[config.mk]
export PLATFORM = sky130hd
export DESIGN_NAME = cfsm_top
export DESIGN_NICKNAME = d
export VERILOG_FILES = /design/src/cfsm_pkg.sv /design/src/cfsm_sync.sv /design/src/cfsm_flash.sv /design/src/cfsm_top.sv
export SDC_FILE = /design/constraint.sdc
export NUM_CORES = 1
export LEC_CHECK = 0
export BUFFER_PORTS_ARGS = -buffer_cell sky130_fd_sc_hd__buf_2
export CAP_MARGIN = 20
export CORE_MARGIN = 2
export CORE_UTILIZATION = 56
export DETAILED_ROUTE_END_ITERATION = 8
export MAX_ROUTING_LAYER = met4
export PLACE_DENSITY = 0.83
export SLEW_MARGIN = 20
export SYNTH_ARGS = -nofsm -noshare
export SYNTH_HDL_FRONTEND = slang
export SYNTH_SLANG_ARGS = --single-unit
[constraint.sdc]
create_clock -name CLK_I -period 3 [get_ports CLK_I]
set_input_delay 0.6 -clock CLK_I [delete_from_list [all_inputs] [get_ports CLK_I]]
set_output_delay 0.6 -clock CLK_I [all_outputs]
set_load 0.02 [all_outputs]
[src/cfsm_pkg.sv]
// Shared constants and types for the camera fault status monitor
package cfsm_pkg;

	// ==========================================================
	// Register offsets (byte addresses on the bus)
	localparam logic [7:0] ADR_STATUS = 8'h00;
	localparam logic [7:0] ADR_RESET = 8'h04;
	localparam logic [7:0] ADR_CTRL = 8'h08;

	// ==========================================================
	// Status word field positions
	localparam int ST_OVERVOLT_BIT = 6;
	localparam int ST_OVERTEMP_BIT = 20;
	localparam int ST_HOT_NOW_BIT = 21;
	localparam int ST_SUPPLY_OFF_BIT = 22;

	// ==========================================================
	// Reset request field and control fields
	localparam int RST_FIELD_LSB = 0;
	localparam int RST_FIELD_W = 8;
	localparam logic [7:0] RESET_KEY = 8'h5A;
	localparam int CTRL_TEST_BIT = 0;
	localparam int CTRL_LIVE_BIT = 1;
	localparam logic [31:0] CTRL_RESET_VAL = 32'h0000_0002;

	// ==========================================================
	// Timing
	localparam int CLK_HZ = 40_000_000;
	localparam int CLK_PERIOD_NS = 25;
	localparam int RST_PULSE_NS = 1000;
	localparam int RST_PULSE_CYC = (RST_PULSE_NS + CLK_PERIOD_NS - 1) / CLK_PERIOD_NS;
	localparam int LED_HALF_MS = 250;
	localparam int LED_HALF_CYC = LED_HALF_MS * (CLK_HZ / 1000);

	// ==========================================================
	// Over-temperature state
	typedef enum logic [1:0] {
		TS_COOL = 2'b01,
		TS_HOT = 2'b10
	} cfsm_temp_t;

endpackage : cfsm_pkg

[src/cfsm_sync.sv]
// Two-stage synchroniser bank for asynchronous comparator levels
`timescale 1ns/1ps
`default_nettype none

module cfsm_sync #(
	parameter int W = 5
) (
	// Clock, reset, enable
	input wire logic clk_i,
	input wire logic rst_n_i,
	input wire logic ce_i,
	// Levels
	input wire logic [W-1:0] async_i,
	output logic [W-1:0] sync_o
);

	// ==========================================================
	// One pair of flops per comparator; first stage feeds only the second
	genvar g;
	generate
		for (g = 0; g < W; g++) begin : g_bit
			logic stage1;
			logic stage2;
			always_ff @(posedge clk_i or negedge rst_n_i) begin
				if (!rst_n_i) begin
					stage1 <= 1'b0;
					stage2 <= 1'b0;
				end else if (ce_i) begin
					stage1 <= async_i[g];
					stage2 <= stage1;
				end
			end
			assign sync_o[g] = stage2;
		end
	endgenerate

endmodule : cfsm_sync

`default_nettype wire

[src/cfsm_flash.sv]
// Red LED flasher: while enabled, lit for HALF_CYC-1 cycles then dark for one; dark otherwise
`timescale 1ns/1ps
`default_nettype none

module cfsm_flash #(
	parameter int HALF_CYC = cfsm_pkg::LED_HALF_CYC
) (
	// Clock, reset, enable
	input wire logic clk_i,
	input wire logic rst_n_i,
	input wire logic ce_i,
	// Control and LED
	input wire logic en_i,
	output logic led_o
);

	localparam int CW = (HALF_CYC > 1) ? $clog2(HALF_CYC) : 1;
	localparam logic [CW-1:0] LAST = CW'(HALF_CYC - 1);

	logic [CW-1:0] cnt;
	wire logic wrap = (cnt == LAST);

	// ==========================================================
	// Restart phase on each enable so the first flash is a full lit phase of HALF_CYC-1 cycles
	always_ff @(posedge clk_i or negedge rst_n_i) begin
		if (!rst_n_i) begin
			cnt <= '0;
			led_o <= 1'b0;
		end else if (ce_i) begin
			if (!en_i) begin
				cnt <= '0;
				led_o <= 1'b0;
			end else begin
				cnt <= wrap ? '0 : cnt + 1'b1;
				if (wrap || !led_o && cnt == '0)
					led_o <= wrap ? !led_o : 1'b1;
			end
		end
	end

endmodule : cfsm_flash

`default_nettype wire

[src/cfsm_top.sv]
// Camera fault status monitor: temperature and supply faults, status word, reset
`timescale 1ns/1ps
`default_nettype none

module cfsm_top #(
	parameter int LED_HALF_CYC = cfsm_pkg::LED_HALF_CYC,
	parameter logic [7:0] RESET_KEY = cfsm_pkg::RESET_KEY
) (
	// Clock, reset, enable
	input wire logic CLK_I,
	input wire logic RST_N_I,
	input wire logic CE_I,
	// Wishbone slave
	input wire logic CYC_I,
	input wire logic STB_I,
	input wire logic WE_I,
	input wire logic [7:0] ADR_I,
	input wire logic [3:0] SEL_I,
	input wire logic [31:0] DAT_I,
	output logic [31:0] DAT_O,
	output logic ACK_O,
	// Comparator levels (asynchronous)
	input wire logic TEMP_HI_I,
	input wire logic TEMP_LO_I,
	input wire logic OV_BAND_I,
	input wire logic OV_HIGH_I,
	input wire logic UV_I,
	// Camera controls
	output logic SENSOR_EN_O,
	output logic LIVE_EN_O,
	output logic TEST_IMG_O,
	output logic LED_RED_O,
	output logic REG_EN_O,
	output logic CAM_RESET_O
);

	// ==========================================================
	// Synchronised comparator levels
	logic [4:0] cmp_s;
	wire logic t_hi = cmp_s[0];
	wire logic t_lo = cmp_s[1];
	wire logic ov_s = cmp_s[2];
	wire logic ovh_s = cmp_s[3];
	wire logic uv_s = cmp_s[4];

	// Raw levels pass through two flops first
	cfsm_sync #(.W(5)) u_sync (
		.clk_i(CLK_I),
		.rst_n_i(RST_N_I),
		.ce_i(CE_I),
		.async_i({UV_I, OV_HIGH_I, OV_BAND_I, TEMP_LO_I, TEMP_HI_I}),
		.sync_o(cmp_s)
	);

	// ==========================================================
	// Bus decode
	wire logic bus_req = CYC_I && STB_I && !ACK_O;
	wire logic bus_wr = bus_req && WE_I && SEL_I[0];
	wire logic hit_status = (ADR_I == cfsm_pkg::ADR_STATUS);
	wire logic hit_reset = (ADR_I == cfsm_pkg::ADR_RESET);
	wire logic hit_ctrl = (ADR_I == cfsm_pkg::ADR_CTRL);
	wire logic wr_key = bus_wr && hit_reset &&
		DAT_I[cfsm_pkg::RST_FIELD_LSB +: cfsm_pkg::RST_FIELD_W] == RESET_KEY;
	wire logic wr_ctrl = bus_wr && hit_ctrl;

	// ==========================================================
	// Soft reset sequencer
	localparam int RCW = $clog2(cfsm_pkg::RST_PULSE_CYC + 1);
	localparam logic [RCW-1:0] RST_LOAD = RCW'(cfsm_pkg::RST_PULSE_CYC);
	logic [RCW-1:0] rst_cnt;
	// Clearing pulse fires as the camera reset pulse ends
	wire logic soft_clr = CE_I && (rst_cnt == RCW'(1));

	// Pulse length counter; a key write during a pulse restarts it
	always_ff @(posedge CLK_I or negedge RST_N_I) begin
		if (!RST_N_I) begin
			rst_cnt <= '0;
			CAM_RESET_O <= 1'b0;
		end else if (CE_I) begin
			if (wr_key) begin
				rst_cnt <= RST_LOAD;
				CAM_RESET_O <= 1'b1;
			end else if (rst_cnt != '0) begin
				rst_cnt <= rst_cnt - 1'b1;
				CAM_RESET_O <= (rst_cnt != RCW'(1));
			end
		end
	end

	// ==========================================================
	// Over-temperature state with hysteresis
	cfsm_pkg::cfsm_temp_t tstate;
	cfsm_pkg::cfsm_temp_t next_tstate;

	// Hysteresis band between thresholds holds the current state
	always_comb begin
		next_tstate = tstate;
		unique case (tstate)
			cfsm_pkg::TS_COOL: begin
				if (t_hi)
					next_tstate = cfsm_pkg::TS_HOT;
			end
			cfsm_pkg::TS_HOT: begin
				if (t_lo)
					next_tstate = cfsm_pkg::TS_COOL;
			end
			default: next_tstate = cfsm_pkg::TS_COOL;
		endcase
	end

	// Soft reset does not cool the sensor, so the state survives it
	always_ff @(posedge CLK_I or negedge RST_N_I) begin
		if (!RST_N_I)
			tstate <= cfsm_pkg::TS_COOL;
		else if (CE_I)
			tstate <= next_tstate;
	end

	// ==========================================================
	// Status flags
	logic ot_sticky;
	logic ov_err;
	wire logic hot_now = (tstate == cfsm_pkg::TS_HOT);
	wire logic supply_off = uv_s || ovh_s;

	// Detection wins over a reset that lands in the same cycle
	always_ff @(posedge CLK_I or negedge RST_N_I) begin
		if (!RST_N_I) begin
			ot_sticky <= 1'b0;
			ov_err <= 1'b0;
		end else if (CE_I) begin
			if (next_tstate == cfsm_pkg::TS_HOT)
				ot_sticky <= 1'b1;
			else if (soft_clr)
				ot_sticky <= 1'b0;
			ov_err <= ov_s;
		end
	end

	// ==========================================================
	// Control register: test image request and live enable
	logic [31:0] ctrl;

	// Returns to default at the end of a soft reset, like a power cycle
	always_ff @(posedge CLK_I or negedge RST_N_I) begin
		if (!RST_N_I)
			ctrl <= cfsm_pkg::CTRL_RESET_VAL;
		else if (CE_I) begin
			if (soft_clr)
				ctrl <= cfsm_pkg::CTRL_RESET_VAL;
			else if (wr_ctrl)
				ctrl <= {30'h0000_0000, DAT_I[cfsm_pkg::CTRL_LIVE_BIT],
					DAT_I[cfsm_pkg::CTRL_TEST_BIT]};
		end
	end

	// ==========================================================
	// Status word assembled from live state every cycle
	logic [31:0] status_word;
	always_comb begin
		status_word = 32'h0000_0000;
		status_word[cfsm_pkg::ST_OVERVOLT_BIT] = ov_err;
		status_word[cfsm_pkg::ST_OVERTEMP_BIT] = ot_sticky;
		status_word[cfsm_pkg::ST_HOT_NOW_BIT] = hot_now;
		status_word[cfsm_pkg::ST_SUPPLY_OFF_BIT] = supply_off;
	end

	// Unmapped offsets read zero and are still acknowledged
	wire logic [31:0] rd_mux = hit_status ? status_word :
		hit_ctrl ? ctrl : 32'h0000_0000;

	// ==========================================================
	// Bus answer: one wait state, ack for one cycle; never gated by faults
	always_ff @(posedge CLK_I or negedge RST_N_I) begin
		if (!RST_N_I) begin
			ACK_O <= 1'b0;
			DAT_O <= 32'h0000_0000;
		end else if (CE_I) begin
			ACK_O <= bus_req;
			if (bus_req)
				DAT_O <= WE_I ? 32'h0000_0000 : rd_mux;
		end
	end

	// ==========================================================
	// Sensor and image gating; decided from the next state to save a cycle
	wire logic next_cool = (next_tstate == cfsm_pkg::TS_COOL);
	always_ff @(posedge CLK_I or negedge RST_N_I) begin
		if (!RST_N_I) begin
			SENSOR_EN_O <= 1'b0;
			LIVE_EN_O <= 1'b0;
			TEST_IMG_O <= 1'b0;
			REG_EN_O <= 1'b0;
		end else if (CE_I) begin
			SENSOR_EN_O <= next_cool && !supply_off;
			LIVE_EN_O <= next_cool && !supply_off && ctrl[cfsm_pkg::CTRL_LIVE_BIT];
			TEST_IMG_O <= !supply_off && ctrl[cfsm_pkg::CTRL_TEST_BIT];
			REG_EN_O <= !supply_off;
		end
	end

	// ==========================================================
	// LED flasher driven by the overvoltage flag
	cfsm_flash #(.HALF_CYC(LED_HALF_CYC)) u_flash (
		.clk_i(CLK_I),
		.rst_n_i(RST_N_I),
		.ce_i(CE_I),
		.en_i(ov_err),
		.led_o(LED_RED_O)
	);

	logic rd_status_q;
	always_ff @(posedge CLK_I or negedge RST_N_I) begin
		if (!RST_N_I)
			rd_status_q <= 1'b0;
		else if (CE_I && bus_req)
			rd_status_q <= !WE_I && hit_status;
	end
endmodule : cfsm_top

`default_nettype wire

==> metrics.json <==
{
  "clock_pin_transition_on_the_worst_setup_and_hold_timing_paths_ns": 0.08,
  "clk_path_buf_depth": 2,
  "synthDominantAreaCellType": "dfrtp_1",
  "yosys_warnings": 0,
  "timing.hold.worst.class": "in -> async",
  "worst-endpoint-arrival_ns": 2.40,
  "num_rows": 27,
  "routed_via_density": 5.48,
  "grt_pass1_wl_um": 10900,
  "inserted_clock_buffers": 9,
  "grt_setup_unrepaired": "no",
  "crit_path_start": "u_flash.cnt[0]",
  "syn_avg_cell_area_um2": 9.92,
  "timing_worst_slew_pin_value_ns": 0.861,
  "numPortBuffers": 40,
  "yosysMostFrequentCell": "dfrtp_1",
  "yosysSeqAreaShare_pct": 47.5,
  "antennaDiodeCount": 0,
  "first_global_vias": 2359,
  "core_region_area_um2": 5440,
  "grt.overflow.total": 0,
  "setup_viol_count_final": 0,
  "remaining_drc_errors": 0,
  "detail_route.iter0.violations": 162,
  "grt.total_usage_pct": 23.3,
  "max_freq_mhz": 457,
  "synth-async-reset-ratio_pct": 100,
  "postRouteAntennaNets": 0,
  "maximum_number_of_pins_on_one_net_before_global_route_repair": 42,
  "areaGrowthSynthToFinish_pct": 12.1,
  "worst_r2r_startpoint": "u_flash.cnt[0]",
  "run_status": "completed",
  "drive_gt1_share_pct": 22.1,
  "drt_pre_antenna_iters": 4,
  "floorplan.die_area_um2": 6170,
  "max_slew_margin_pct": 42.1,
  "maxCapViolations": 0,
  "critical_path.endpoint_type": "flip-flop",
  "fin_crit_period_ns": 2.19,
  "worst_setup_path_endpoint": "u_flash.cnt[12]",
  "postRouteWirelength_um": 6350,
  "dominantRegCellSynth": "dfrtp_1",
  "die_width_um": 78.6,
  "hold_viol": 0,
  "route.vias.total": 2407,
  "timing.hold.ws_ns": 0.167,
  "synth_top_area_share_pct": 45.8,
  "layout.core_utilization_pct": 64.2,
  "critPathRequiredTime_ns": 3.22,
  "clock_insertion_delay_worst_skew_ns": 0.34,
  "synth_enable_flop_cells": 0,
  "synth_area_leaders": "dfrtp_1 (46%), buf_4 (6.5%), mux2_2 (4.0%)",
  "fin_nets": 424,
  "powerDensity_nw_per_um2": 633,
  "portion_of_the_clock_cycle_consumed_by_the_worst_path_in_the_final_layout_pct": 72.9,
  "crit_path_start_kind": "flip-flop",
  "cts_setup_buffers": 0,
  "ff2ff_setup_slack_ns": 0.81,
  "tritoncts_num_sinks": 59,
  "critical_path_peak_fanout": 8,
  "post_cts_resize_count": 0,
  "tritoncts": "yes",
  "synth.ff_latch_count": 59,
  "worstReg2RegEnd": "u_flash.cnt[12]",
  "setup_tns_ns": 0,
  "ctsHtreeMaxLevel": 3,
  "total_leakage_power_nw": 1.66,
  "final.setup_skew_ns": 0.0116,
  "grt_antenna_before_repair": 0,
  "ctsRootBufferMaster": "clkbuf_8",
  "fillCellCount": 453,
  "synth.cell_area_um2": 3110,
  "num_io_pins": 94,
  "ff2ff_path_depth": 6,
  "die_h_um": 78.6,
  "finalWeightedCongestion": 0.889,
  "synth_cells": 314,
  "cts_hold_buf": 0,
  "synth.lib_cells_used.distinct": 52,
  "synth.cells.most_frequent": "dfrtp_1 (57), nand2_1 (31), buf_4 (27), nor2_1 (26), o21ai_0 (19)",
  "ir_drop_uv": 443,
  "critPathKind": "reg -> reg",
  "dpl.hpwl_um": 4590,
  "final-max-slew-violation-count": 0,
  "initial_core_util_pct": 57.3,
  "drt-wirelength-per-cell_um": 14.5
}
[cells by family (layout without fill, tap and decap cells)]
family,count (synthesis),in the layout,share of synthesized area (%)
simple gates,125,125,21.3
flops,59,59,47.5
compound gates,48,48,10.4
buf+inv,45,73,8.68
mux,15,15,5.26
xor+xnor,14,14,3.94
fa+ha+maj,7,7,2.81
other cells,1,26,0.120
[stage by stage]
| step | instances | cell area (um^2) | worst slack (ns) | power [W] |
|---|---|---|---|---|
| after detailed placement | 423 | 3310 | 0.745 | 0.00155 |
| final | 439 | 3490 | 0.814 | 0.00221 |
| after floorplan | 339 | 3210 | 1.03 | 0.00142 |
| after global placement | 423 | 3310 | 0.847 | 0.00152 |
| after global routing | 439 | 3490 | 0.632 | 0.00235 |
| after CTS | 439 | 3490 | 0.828 | 0.00223 |
[cell type report]
type	instances	area, um^2	share of cell area (%)
Sequential cell	59	1480	42.4
Multi-Input combinational cell	235	1460	41.8
Timing Repair Buffer	44	230	6.60
Clock buffer	9	124	3.55
Tap cell	72	90.1	2.58
Clock inverter	7	58.8	1.69
Inverter	13	48.8	1.40
[flip-flops by register name, indices dropped and copies added (netlist names), 2 cells and up]
name                 count
u_flash.cnt             24
DAT_O                    6
u_sync.g_bit.stage1      5
tstate                   2
rst_cnt                  6
ctrl                     2
u_sync.g_bit.stage2      5
[where the power goes]
group          switching, W  leakage, nW  internal [W]  total (W)
sequential         0.000111        0.768      0.000924    0.00104
combinational      0.000299        0.806      0.000207   0.000506
clock              0.000357       0.0872      0.000312   0.000669
total              0.000768         1.66       0.00144    0.00221
[critical path, stage by stage (launching register included)]
cell and delay, ns:
dfrtp_1 0.39, ha_1 0.22, nand3_2 0.19, or4_4 0.60
o21bai_2 0.31, nor3_1 0.09, a211o_1 0.27
[cells in the final DEF, fill, tap and decap left out, drive strengths merged, types with 9 or more instances in the layout]
cell	count
nor2	27
inv	17
nand3	19
xor2	13
dfrtp	57
clkbuf	9
buf	44
o21ai	20
conb	26
nand2	31
mux2	11
[metal layers]
layer	global-route usage, %	part of all wire, %
met2	37.1	51
met1	29.3	43
met4	8.25	1.1
met3	5.63	5.0
met5	-	0
[how the worst min path moves through the flow]
| stage | cells after the start | to | slack, ns | from |
|---|---|---|---|---|
| after global placement | 2 | DAT_O[22] | 0.45 | DAT_O[22] |
| after detailed placement | 2 | DAT_O[22] | 0.46 | DAT_O[22] |
| after global routing | 1 | u_flash.cnt[21] | 0.18 | RST_N_I |
| after CTS | 1 | u_flash.cnt[19] | 0.17 | RST_N_I |
| final | 1 | u_flash.cnt[19] | 0.17 | RST_N_I |
| after floorplan | 0 | ACK_O | 0.30 | RST_N_I |
Power figures use the tool's default switching activity.
